[config.mk]
export PLATFORM = sky130hd
export DESIGN_NAME = rss_reset_sequencer
export DESIGN_NICKNAME = d
export VERILOG_FILES = /design/src/rtl/rss_pkg.sv /design/src/rtl/rss_timer.sv /design/src/rtl/rss_scope.sv /design/src/rtl/rss_reset_sequencer.sv
export SDC_FILE = /design/constraint.sdc
export NUM_CORES = 1
export LEC_CHECK = 0
export BUFFER_PORTS_ARGS = -buffer_cell sky130_fd_sc_hd__buf_4
export CAP_MARGIN = 20
export CORE_ASPECT_RATIO = 0.6
export CORE_MARGIN = 2
export CORE_UTILIZATION = 35
export CTS_CLUSTER_DIAMETER = 200
export CTS_CLUSTER_SIZE = 24
export DETAILED_ROUTE_END_ITERATION = 7
export PLACE_DENSITY = 0.57
export REMOVE_ABC_BUFFERS = 1
export SYNTH_ARGS = -nofsm -noshare
export SYNTH_HDL_FRONTEND = slang
export SYNTH_SLANG_ARGS = --single-unit
[constraint.sdc]
create_clock -name pclk -period 4.6 [get_ports pclk]
set_input_delay 0.46 -clock pclk [delete_from_list [all_inputs] [get_ports pclk]]
set_output_delay 0.46 -clock pclk [all_outputs]
set_load 0.02 [all_outputs]
[src/rtl/rss_pkg.sv]
// Purpose: Constants and types shared by the reset source sequencer.
// Assumes: pclk at 250 MHz; APB with 32-bit data, one aligned word per register.
// Notes:   Cycle counts derive from the printed times and the clock rate.
//
// Notes on behaviour
// - Hardware reset pin low holds the whole device in reset until released.
// - Each reset source resets only its own set of circuits.
// - Soft reset leaves software-reset-exempt configuration bits untouched.
// - Ready bit reads 0 until hardware reset completes, then 1.
// - Reset pin has an internal pull-up and may float.
// - After power-up reset, ready sets after about 22 ms.
// - After a wake-up write, ready sets within 2 ms.
// - Bit 0 of hardware config starts soft reset, self-clears after about 2 us.
// - Bit 10 of power control resets PHY, self-clears after about 100 us.
// - Bit 15 of PHY basic control resets PHY, self-clears when done.
// - Power-up, hardware or soft reset starts an EEPROM probe.
// - Any write to the wake-up test register returns to full operation.
// - Entering a sleep state clears the ready bit.
package rss_pkg;

  localparam int unsigned CLK_KHZ        = 250_000;
  localparam int unsigned HW_READY_MS    = 22;
  localparam int unsigned WAKE_READY_MS  = 2;
  localparam int unsigned SOFT_RESET_BIT_US        = 2;
  localparam int unsigned PHY_RST_US     = 100;
  localparam int unsigned HW_READY_CYC   = HW_READY_MS * CLK_KHZ;
  localparam int unsigned WAKE_READY_CYC = WAKE_READY_MS * CLK_KHZ;
  localparam int unsigned SOFT_RESET_BIT_CYC       = SOFT_RESET_BIT_US * CLK_KHZ / 1000;
  localparam int unsigned PHY_RST_CYC    = PHY_RST_US * CLK_KHZ / 1000;

  localparam logic [11:0] OFF_HARDWARE_CONFIG_REG    = 12'h000;
  localparam logic [11:0] OFF_POWER_MGMT_CONTROL_REG  = 12'h004;
  localparam logic [11:0] OFF_WAKE_TEST = 12'h008;
  localparam logic [11:0] OFF_EEPROM_COMMAND_REG   = 12'h00C;
  localparam logic [11:0] OFF_PHY_BCR   = 12'h010;
  localparam logic [11:0] OFF_STATUS    = 12'h014;

  localparam int unsigned HARDWARE_CONFIG_REG_SOFT_RESET_BIT_BIT   = 0;
  localparam int unsigned HARDWARE_CONFIG_REG_EXEMPT_LSB = 4;
  localparam int unsigned HARDWARE_CONFIG_REG_PLAIN_LSB  = 8;
  localparam int unsigned PMT_READY_BIT     = 0;
  localparam int unsigned PMT_PHY_RST_BIT   = 10;
  localparam int unsigned PMT_MODE_LSB      = 12;
  localparam int unsigned E2P_BUSY_BIT      = 31;
  localparam int unsigned PHY_BCR_RST_BIT   = 15;

  localparam logic [3:0]  HARDWARE_CONFIG_REG_EXEMPT_RST = 4'h0;
  localparam logic [7:0]  HARDWARE_CONFIG_REG_PLAIN_RST  = 8'h00;
  // Arbitrary fixed pattern returned by the wake-up test register
  localparam logic [31:0] WAKE_TEST_PATTERN = 32'h0F1E_2D3C;

  localparam logic [1:0] PM_D0 = 2'b00;
  localparam logic [1:0] PM_D1 = 2'b01;
  localparam logic [1:0] PM_D2 = 2'b10;

  typedef enum logic [2:0] {
    RSS_ST_HWRST = 3'b000,
    RSS_ST_PWRUP = 3'b001,
    RSS_ST_RUN   = 3'b010,
    RSS_ST_SLEEP = 3'b011,
    RSS_ST_WAKE  = 3'b100
  } rss_state_t;

endpackage

[src/rtl/rss_timer.sv]
// Purpose: Down-counting interval timer with a one-cycle done pulse.
// Assumes: load is a single-cycle request and clear a level held while the pin is low; clear wins over load.
// Notes:   busy is high for exactly the loaded number of cycles.
`timescale 1ns/1ps
`default_nettype none
module rss_timer (
  input  wire logic        pclk,
  input  wire logic        presetn,
  input  wire logic        clear,
  input  wire logic        load,
  input  wire logic [31:0] cycles,
  output logic             busy,
  output logic             done
);

  logic [31:0] cnt_reg;
  logic [31:0] cnt_next;
  logic        done_reg;
  logic        done_next;

  always_comb begin
    cnt_next  = cnt_reg;
    done_next = 1'b0;
    if (clear) begin
      cnt_next = 32'h0000_0000;
    end else if (load) begin
      cnt_next = cycles;
    end else if (cnt_reg != 32'h0000_0000) begin
      cnt_next  = cnt_reg - 32'h0000_0001;
      done_next = (cnt_reg == 32'h0000_0001);
    end
  end

  always_ff @(posedge pclk or negedge presetn) begin
    if (!presetn) begin
      cnt_reg  <= 32'h0000_0000;
      done_reg <= 1'b0;
    end else begin
      cnt_reg  <= cnt_next;
      done_reg <= done_next;
    end
  end

  assign busy = (cnt_reg != 32'h0000_0000);
  assign done = done_reg;

endmodule
`default_nettype wire

[src/rtl/rss_scope.sv]
// Purpose: Maps active reset sources onto the per-circuit reset lines.
// Assumes: Source inputs are synchronous levels from the sequencer.
// Notes:   Outputs are registered so the reset lines never glitch.
`timescale 1ns/1ps
`default_nettype none
module rss_scope (
  input  wire logic pclk,
  input  wire logic presetn,
  input  wire logic hw_active,
  input  wire logic soft_active,
  input  wire logic phy_active,
  output logic      rst_pll_n,
  output logic      rst_hbi_n,
  output logic      rst_soft_reset_exempt_n,
  output logic      rst_mil_n,
  output logic      rst_mac_n,
  output logic      rst_phy_n
);

  logic [5:0] line_reg;
  logic [5:0] line_next;

  always_comb begin
    line_next[0] = ~hw_active;
    line_next[1] = ~(hw_active | soft_active);
    line_next[2] = ~hw_active;
    line_next[3] = ~(hw_active | soft_active);
    line_next[4] = ~(hw_active | soft_active);
    line_next[5] = ~(hw_active | phy_active);
  end

  always_ff @(posedge pclk or negedge presetn) begin
    if (!presetn) begin
      line_reg <= 6'h00;
    end else begin
      line_reg <= line_next;
    end
  end

  assign rst_pll_n  = line_reg[0];
  assign rst_hbi_n  = line_reg[1];
  assign rst_soft_reset_exempt_n = line_reg[2];
  assign rst_mil_n  = line_reg[3];
  assign rst_mac_n  = line_reg[4];
  assign rst_phy_n  = line_reg[5];

endmodule
`default_nettype wire

[src/rtl/rss_reset_sequencer.sv]
// Purpose: Reset source sequencer with APB register access.
// Assumes: hw_reset_n_pin is synchronous to pclk; the pad pull-up keeps it high
//          when left open, so an unconnected pin reads as released.
// Notes:   presetn is the internal power-up reset; zero-wait APB slave.
`timescale 1ns/1ps
`default_nettype none
module rss_reset_sequencer #(
  parameter int unsigned HW_READY_CYCLES   = rss_pkg::HW_READY_CYC,
  parameter int unsigned WAKE_READY_CYCLES = rss_pkg::WAKE_READY_CYC,
  parameter int unsigned PHY_RST_CYCLES    = rss_pkg::PHY_RST_CYC
) (
  input  wire logic        pclk,
  input  wire logic        presetn,
  input  wire logic [11:0] paddr,
  input  wire logic        psel,
  input  wire logic        penable,
  input  wire logic        pwrite,
  input  wire logic [31:0] pwdata,
  output logic [31:0]      prdata,
  output logic             pready,
  output logic             pslverr,
  input  wire logic        hw_reset_n_pin,
  input  wire logic        eeprom_probe_done,
  output logic             eeprom_probe_start,
  output logic             eeprom_ctrl_busy_flag,
  output logic             strap_latch,
  output logic             ready,
  output logic [1:0]       pm_mode,
  output logic             rst_pll_n,
  output logic             rst_hbi_n,
  output logic             rst_soft_reset_exempt_n,
  output logic             rst_mil_n,
  output logic             rst_mac_n,
  output logic             rst_phy_n
);

  function automatic logic addr_mapped(input logic [11:0] a);
    addr_mapped = (a == rss_pkg::OFF_HARDWARE_CONFIG_REG)   || (a == rss_pkg::OFF_POWER_MGMT_CONTROL_REG) ||
                  (a == rss_pkg::OFF_WAKE_TEST) || (a == rss_pkg::OFF_EEPROM_COMMAND_REG) ||
                  (a == rss_pkg::OFF_PHY_BCR)   || (a == rss_pkg::OFF_STATUS);
  endfunction

  rss_pkg::rss_state_t state_reg;
  rss_pkg::rss_state_t state_next;
  logic        ready_reg;
  logic        ready_next;
  logic        soft_reset_bit_reg;
  logic        soft_reset_bit_next;
  logic [3:0]  cfg_exempt_reg;
  logic [3:0]  cfg_exempt_next;
  logic [7:0]  cfg_plain_reg;
  logic [7:0]  cfg_plain_next;
  logic [1:0]  pm_reg;
  logic [1:0]  pm_next;
  logic        phy_rst_reg;
  logic        phy_rst_next;
  logic        bcr_rst_reg;
  logic        bcr_rst_next;
  logic        e2p_busy_reg;
  logic        e2p_busy_next;
  logic        probe_reg;
  logic        probe_next;
  logic        strap_reg;
  logic        strap_next;
  logic [31:0] prdata_reg;
  logic [31:0] prdata_next;

  logic        acc_wr;
  logic        wr_hardware_config_reg;
  logic        wr_pmt;
  logic        wr_wake;
  logic        wr_bcr;
  logic        wr_allowed;
  logic        ready_clear;
  logic        ready_load;
  logic [31:0] ready_cycles;
  logic        ready_busy;
  logic        ready_done;
  logic        soft_reset_bit_load;
  logic        soft_reset_bit_busy;
  logic        soft_reset_bit_done;
  logic        phy_load;
  logic        phy_busy;
  logic        phy_done;
  logic        hw_active;

  // Zero-wait slave: every access phase completes at once
  assign pready  = 1'b1;
  assign pslverr = psel & penable & ~addr_mapped(paddr);
  assign acc_wr  = psel & penable & pwrite;

  // Only the wake write is honoured while not ready or during soft reset
  assign wr_allowed = ready_reg & ~soft_reset_bit_busy;
  assign wr_wake    = acc_wr & (paddr == rss_pkg::OFF_WAKE_TEST);
  assign wr_hardware_config_reg  = acc_wr & wr_allowed & (paddr == rss_pkg::OFF_HARDWARE_CONFIG_REG);
  assign wr_pmt     = acc_wr & wr_allowed & (paddr == rss_pkg::OFF_POWER_MGMT_CONTROL_REG);
  assign wr_bcr     = acc_wr & wr_allowed & (paddr == rss_pkg::OFF_PHY_BCR);

  // Pad pull-up holds the pin released when open, so high means no reset
  assign hw_active = ~hw_reset_n_pin | (state_reg == rss_pkg::RSS_ST_HWRST);
  assign ready_clear = ~hw_reset_n_pin;

  always_comb begin
    state_next          = state_reg;
    ready_next          = ready_reg;
    soft_reset_bit_next = soft_reset_bit_reg;
    cfg_exempt_next     = cfg_exempt_reg;
    cfg_plain_next      = cfg_plain_reg;
    pm_next             = pm_reg;
    phy_rst_next        = phy_rst_reg;
    bcr_rst_next        = bcr_rst_reg;
    e2p_busy_next       = e2p_busy_reg;
    probe_next          = 1'b0;
    strap_next          = 1'b0;
    ready_load          = 1'b0;
    ready_cycles        = HW_READY_CYCLES;
    soft_reset_bit_load           = 1'b0;
    phy_load            = 1'b0;
    if (!hw_reset_n_pin) begin
      // Hardware reset clears everything, exempt bits included
      state_next          = rss_pkg::RSS_ST_HWRST;
      ready_next          = 1'b0;
      soft_reset_bit_next = 1'b0;
      cfg_exempt_next     = rss_pkg::HARDWARE_CONFIG_REG_EXEMPT_RST;
      cfg_plain_next      = rss_pkg::HARDWARE_CONFIG_REG_PLAIN_RST;
      pm_next             = rss_pkg::PM_D0;
      phy_rst_next        = 1'b0;
      bcr_rst_next        = 1'b0;
      e2p_busy_next       = 1'b0;
    end else begin
      case (state_reg)
        rss_pkg::RSS_ST_HWRST: begin
          state_next    = rss_pkg::RSS_ST_PWRUP;
          strap_next    = 1'b1;
          ready_load    = 1'b1;
          ready_cycles  = HW_READY_CYCLES;
        end
        rss_pkg::RSS_ST_PWRUP: begin
          if (ready_done) begin
            ready_next = 1'b1;
            state_next = rss_pkg::RSS_ST_RUN;
          end
        end
        rss_pkg::RSS_ST_RUN: begin
          if (pm_reg != rss_pkg::PM_D0) begin
            ready_next = 1'b0;
            state_next = rss_pkg::RSS_ST_SLEEP;
          end
        end
        rss_pkg::RSS_ST_SLEEP: begin
          if (wr_wake) begin
            pm_next      = rss_pkg::PM_D0;
            ready_load   = 1'b1;
            ready_cycles = WAKE_READY_CYCLES;
            state_next   = rss_pkg::RSS_ST_WAKE;
          end
        end
        rss_pkg::RSS_ST_WAKE: begin
          if (ready_done) begin
            ready_next = 1'b1;
            state_next = rss_pkg::RSS_ST_RUN;
          end
        end
        default: begin
          state_next = rss_pkg::RSS_ST_HWRST;
        end
      endcase

      // Clears first so that a same-cycle set below wins
      if (eeprom_probe_done) begin
        e2p_busy_next = 1'b0;
      end
      if (soft_reset_bit_done) begin
        soft_reset_bit_next = 1'b0;
      end
      if (phy_done) begin
        phy_rst_next = 1'b0;
        bcr_rst_next = 1'b0;
      end

      // Probe after power-up, hardware reset release or soft reset end
      if ((state_reg == rss_pkg::RSS_ST_HWRST) || soft_reset_bit_done) begin
        probe_next    = 1'b1;
        e2p_busy_next = 1'b1;
      end

      if (wr_hardware_config_reg) begin
        cfg_exempt_next = pwdata[rss_pkg::HARDWARE_CONFIG_REG_EXEMPT_LSB +: 4];
        if (pwdata[rss_pkg::HARDWARE_CONFIG_REG_SOFT_RESET_BIT_BIT]) begin
          soft_reset_bit_next = 1'b1;
          soft_reset_bit_load           = 1'b1;
          cfg_plain_next      = rss_pkg::HARDWARE_CONFIG_REG_PLAIN_RST;
          pm_next             = rss_pkg::PM_D0;
          // Exempt field keeps its old value through soft reset
          cfg_exempt_next     = cfg_exempt_reg;
        end else begin
          cfg_plain_next = pwdata[rss_pkg::HARDWARE_CONFIG_REG_PLAIN_LSB +: 8];
        end
      end
      if (wr_pmt) begin
        pm_next = pwdata[rss_pkg::PMT_MODE_LSB +: 2];
        if (pwdata[rss_pkg::PMT_PHY_RST_BIT]) begin
          phy_rst_next = 1'b1;
          phy_load     = ~phy_busy;
        end
      end
      if (wr_bcr && pwdata[rss_pkg::PHY_BCR_RST_BIT]) begin
        bcr_rst_next = 1'b1;
        phy_load     = ~phy_busy;
      end
    end
  end

  always_comb begin
    prdata_next = prdata_reg;
    // Read data is captured in the setup cycle and shown in the access phase
    if (psel && !penable) begin
      prdata_next = 32'h0000_0000;
      if (paddr == rss_pkg::OFF_HARDWARE_CONFIG_REG) begin
        prdata_next[rss_pkg::HARDWARE_CONFIG_REG_SOFT_RESET_BIT_BIT]        = soft_reset_bit_reg;
        prdata_next[rss_pkg::HARDWARE_CONFIG_REG_EXEMPT_LSB +: 4] = cfg_exempt_reg;
        prdata_next[rss_pkg::HARDWARE_CONFIG_REG_PLAIN_LSB +: 8]  = cfg_plain_reg;
      end else if (paddr == rss_pkg::OFF_POWER_MGMT_CONTROL_REG) begin
        prdata_next[rss_pkg::PMT_READY_BIT]     = ready_reg;
        prdata_next[rss_pkg::PMT_PHY_RST_BIT]   = phy_rst_reg;
        prdata_next[rss_pkg::PMT_MODE_LSB +: 2] = pm_reg;
      end else if (paddr == rss_pkg::OFF_WAKE_TEST) begin
        prdata_next = rss_pkg::WAKE_TEST_PATTERN;
      end else if (paddr == rss_pkg::OFF_EEPROM_COMMAND_REG) begin
        prdata_next[rss_pkg::E2P_BUSY_BIT] = e2p_busy_reg;
      end else if (paddr == rss_pkg::OFF_PHY_BCR) begin
        prdata_next[rss_pkg::PHY_BCR_RST_BIT] = bcr_rst_reg;
      end else if (paddr == rss_pkg::OFF_STATUS) begin
        prdata_next[2:0] = state_reg;
        prdata_next[3]   = soft_reset_bit_busy;
        prdata_next[4]   = phy_busy;
        prdata_next[5]   = ready_busy;
      end
    end
  end

  always_ff @(posedge pclk or negedge presetn) begin
    if (!presetn) begin
      state_reg          <= rss_pkg::RSS_ST_HWRST;
      ready_reg          <= 1'b0;
      soft_reset_bit_reg <= 1'b0;
      cfg_exempt_reg     <= rss_pkg::HARDWARE_CONFIG_REG_EXEMPT_RST;
      cfg_plain_reg      <= rss_pkg::HARDWARE_CONFIG_REG_PLAIN_RST;
      pm_reg             <= rss_pkg::PM_D0;
      phy_rst_reg        <= 1'b0;
      bcr_rst_reg        <= 1'b0;
      e2p_busy_reg       <= 1'b0;
      probe_reg          <= 1'b0;
      strap_reg          <= 1'b0;
      prdata_reg         <= 32'h0000_0000;
    end else begin
      state_reg          <= state_next;
      ready_reg          <= ready_next;
      soft_reset_bit_reg <= soft_reset_bit_next;
      cfg_exempt_reg     <= cfg_exempt_next;
      cfg_plain_reg      <= cfg_plain_next;
      pm_reg             <= pm_next;
      phy_rst_reg        <= phy_rst_next;
      bcr_rst_reg        <= bcr_rst_next;
      e2p_busy_reg       <= e2p_busy_next;
      probe_reg          <= probe_next;
      strap_reg          <= strap_next;
      prdata_reg         <= prdata_next;
    end
  end

  rss_timer u_ready_timer (
    .pclk    (pclk),
    .presetn (presetn),
    .clear   (ready_clear),
    .load    (ready_load),
    .cycles  (ready_cycles),
    .busy    (ready_busy),
    .done    (ready_done)
  );

  rss_timer u_soft_reset_bit_timer (
    .pclk    (pclk),
    .presetn (presetn),
    .clear   (ready_clear),
    .load    (soft_reset_bit_load),
    .cycles  (rss_pkg::SOFT_RESET_BIT_CYC),
    .busy    (soft_reset_bit_busy),
    .done    (soft_reset_bit_done)
  );

  rss_timer u_phy_timer (
    .pclk    (pclk),
    .presetn (presetn),
    .clear   (ready_clear),
    .load    (phy_load),
    .cycles  (PHY_RST_CYCLES),
    .busy    (phy_busy),
    .done    (phy_done)
  );

  rss_scope u_scope (
    .pclk        (pclk),
    .presetn     (presetn),
    .hw_active   (hw_active),
    .soft_active (soft_reset_bit_busy),
    .phy_active  (phy_busy),
    .rst_pll_n   (rst_pll_n),
    .rst_hbi_n   (rst_hbi_n),
    .rst_soft_reset_exempt_n  (rst_soft_reset_exempt_n),
    .rst_mil_n   (rst_mil_n),
    .rst_mac_n   (rst_mac_n),
    .rst_phy_n   (rst_phy_n)
  );

  assign prdata                = prdata_reg;
  assign eeprom_probe_start    = probe_reg;
  assign eeprom_ctrl_busy_flag = e2p_busy_reg;
  assign strap_latch           = strap_reg;
  assign ready                 = ready_reg;
  assign pm_mode               = pm_reg;

endmodule
`default_nettype wire

==> qor.yml <==
cts_tree: "built"
dp_hpwl_um: 13400
hold_class: "in -> async"
dieArea_mm2: 0.0233
relSlewSlack: 0.397
layout_commonest_cell: "dfrtp_1"
die_x_um: 196
cp.required_ns: 4.85
vias_per_cell: 5.31
track_usage: 0.174
diodes: 0
syn_inst: 815
maxCapViolCount: 0
timing.hold.ws_ns: -0.00848
min_period_over_period: 0.671
async_flop_share: 1.00
rows: 42
switching_power_mw: 2.43
drt-total-wl_um: 19000
pwr-share-comb: 0.445
io_pins: 97
mostFrequentLayoutCells: "dfrtp_1 (144), nor2_1 (93), buf_4 (75)"
power_density_mw_per_mm2: 639
cts_buffers: 17
final_nets: 921
grt.overflow.total: 0
crit_path_start_kind: "register"
leakage_nw: 3.85
grt_pass1_wl_um: 32100
grt_pass1_vias: 5835
num-fill-cells: 2123
syn_area_per_cell_um2: 9.48
hold_violations: 3
synth_flop_cell: "dfrtp_1"
fin_worst_skew_ns: 0.0179
hold_buffers: 0
antenna_found_initial: 0
cts_buffer_depth: 2
status: "complete, but fails checks"
synthToLayoutAreaGrowth_pct: 16.3
p_seq_frac: 0.306
setup_ws_ns: 1.52
worstMarginPinSlew_ns: 0.898
intPower_mw: 3.32
postCtsSetupRepairBufs: 0
core_area_mm2: 0.0219
drt_iter0_drc: 402
drive_above_1_share: 0.153
routedWlPerCell_um: 16.3
synth_seq_cells: 144
cts-resized-gates: 0
insertion_delay_ns: 0.44
period_minus_slack_ns: 3.08
pre_cts_ws_ns: 1.52
ys_seq_area_frac: 0.466
p_clk_frac: 0.249
ant_nets: 0
htreeDepth: 4
dr.pass1.iters: 4
synth_area_mm2: 0.00773
setup_tns_ns: 0
ir_drop_mv: 0.297
r2r_cells: 5
finalSetupViolCount: 0
cts.sinks: 144
drc: 0
cp.arrival_ns: 3.33
ff2ff_setup_slack_ns: 1.52
num_vias: 6170
yosysWarnings: 0
portBuffers: 69
ys_types: 64
slew_viol_final: 0
start_util: 0.353
synth-edff-count: 0
path_max_fanout: 23
finalCoreUtilization: 0.411
cts_root_buffer: "clkbuf_16"
sw_frac_of_total: 0.423
violations: "hold timing"
fmax_mhz: 324
critical_path_class: "reg -> reg"
path_clk_slew_ns: 0.06
end_kind: "register"
p_total_mw: 5.75
rsz0062_at_grt: "no"
gp_congestion: 0.806
grt_max_degree: 64
fp.dieH_um: 119
layer usage:
metal / vias to the layer above / global-route usage / routed length (um)
li1: 3056 / - / -
met1: 2947 / 0.285 / 10800
met2: 153 / 0.220 / 7080
met3: 14 / 0.0416 / 914
met4: 0 / 0.0492 / 147
met5: - / 0 / 0
cell families after synthesis:
| kind of cell | Yosys count | synth area share |
|---|---|---|
| AOI/OAI and AO/OA | 153 | 0.125 |
| xor gates and xnor gates | 60 | 0.0680 |
| adders and majority gates | 8 | 0.0130 |
| buffers and inverters | 67 | 0.0450 |
| DFF | 144 | 0.466 |
| muxes | 6 | 0.00793 |
| other | 2 | 0.000972 |
| and+or+nand+nor | 375 | 0.273 |
cell usage after synthesis (3+ instances only):
cell type	number	area share
dfrtp_1	144	0.47
nor2_1	93	0.045
a21oi_1	60	0.039
nand2_1	56	0.027
xnor2_1	37	0.042
or3_1	31	0.025
nor3_1	30	0.019
nand3_1	27	0.017
nor4_1	27	0.022
o21ai_0	24	0.016
or4_1	24	0.023
xor2_1	23	0.026
clkbuf_1	22	0.011
buf_4	20	0.019
nand2b_1	14	0.011
o31ai_1	13	0.013
inv_1	12	0.0058
buf_2	11	0.0071
o21ai_1	11	0.0071
o41ai_1	11	0.012
nand4_1	9	0.0073
a22o_1	8	0.0091
ha_1	8	0.013
nand3b_1	7	0.0068
a211oi_1	6	0.0058
nor4b_1	6	0.0068
mux2i_1	5	0.0065
nand4b_1	5	0.0057
nor3b_1	5	0.0049
or2_2	5	0.0040
and2_1	4	0.0032
and3_1	4	0.0032
nor4_2	4	0.0065
o211ai_1	4	0.0039
or4_4	4	0.0058
or2_1	3	0.0024
through the flow:
step	area, um2	cells
6_report	8990	1161
3_5_place_dp	8380	1128
2_1_floorplan	7450	766
4_1_cts	8980	1160
3_3_place_gp	8380	1128
5_1_grt	8990	1161
final timing paths:
| path | to | start |
|---|---|---|
| worst max-delay path | u_phy_timer.done | u_phy_timer.cnt_reg[23] |
| worst min-delay path | prdata[14] | presetn |
| worst max register to register | u_phy_timer.done | u_phy_timer.cnt_reg[23] |
| worst min register to register | prdata[14] | prdata[14] |
| max in group asynchronous | u_phy_timer.cnt_reg[9] | presetn |
| min in group pclk | cfg_plain_reg[1] | pwdata[9] |
cell type report:
type / count / area (um2) / area share
Clock inverter: 13 / 161 / 0.0180
Sequential cell: 144 / 3600 / 0.401
Tap cell: 286 / 358 / 0.0398
Timing Repair Buffer: 77 / 579 / 0.0644
Clock buffer: 19 / 443 / 0.0493
Inverter: 12 / 45.0 / 0.00501
Multi-Input combinational cell: 610 / 3800 / 0.423
power by group through the flow:
stage | clock (mW) | sequential (mW) | combinational (mW)
after floorplan | 0 | 1.72 | 1.93
after global placement | 0 | 1.77 | 2.53
after detailed placement | 0 | 1.77 | 2.53
after CTS | 1.46 | 1.75 | 2.55
after global routing | 1.52 | 1.80 | 2.89
final | 1.43 | 1.76 | 2.56
critical path, stage by stage, from the launching register on:
cell and delay, ns:
dfrtp_1 0.40, or4_1 0.65, nor4_4 0.48, nand3_1 0.41, nand2_1 0.77, nor4_1 0.19
Power figures use the tool's default switching activity.
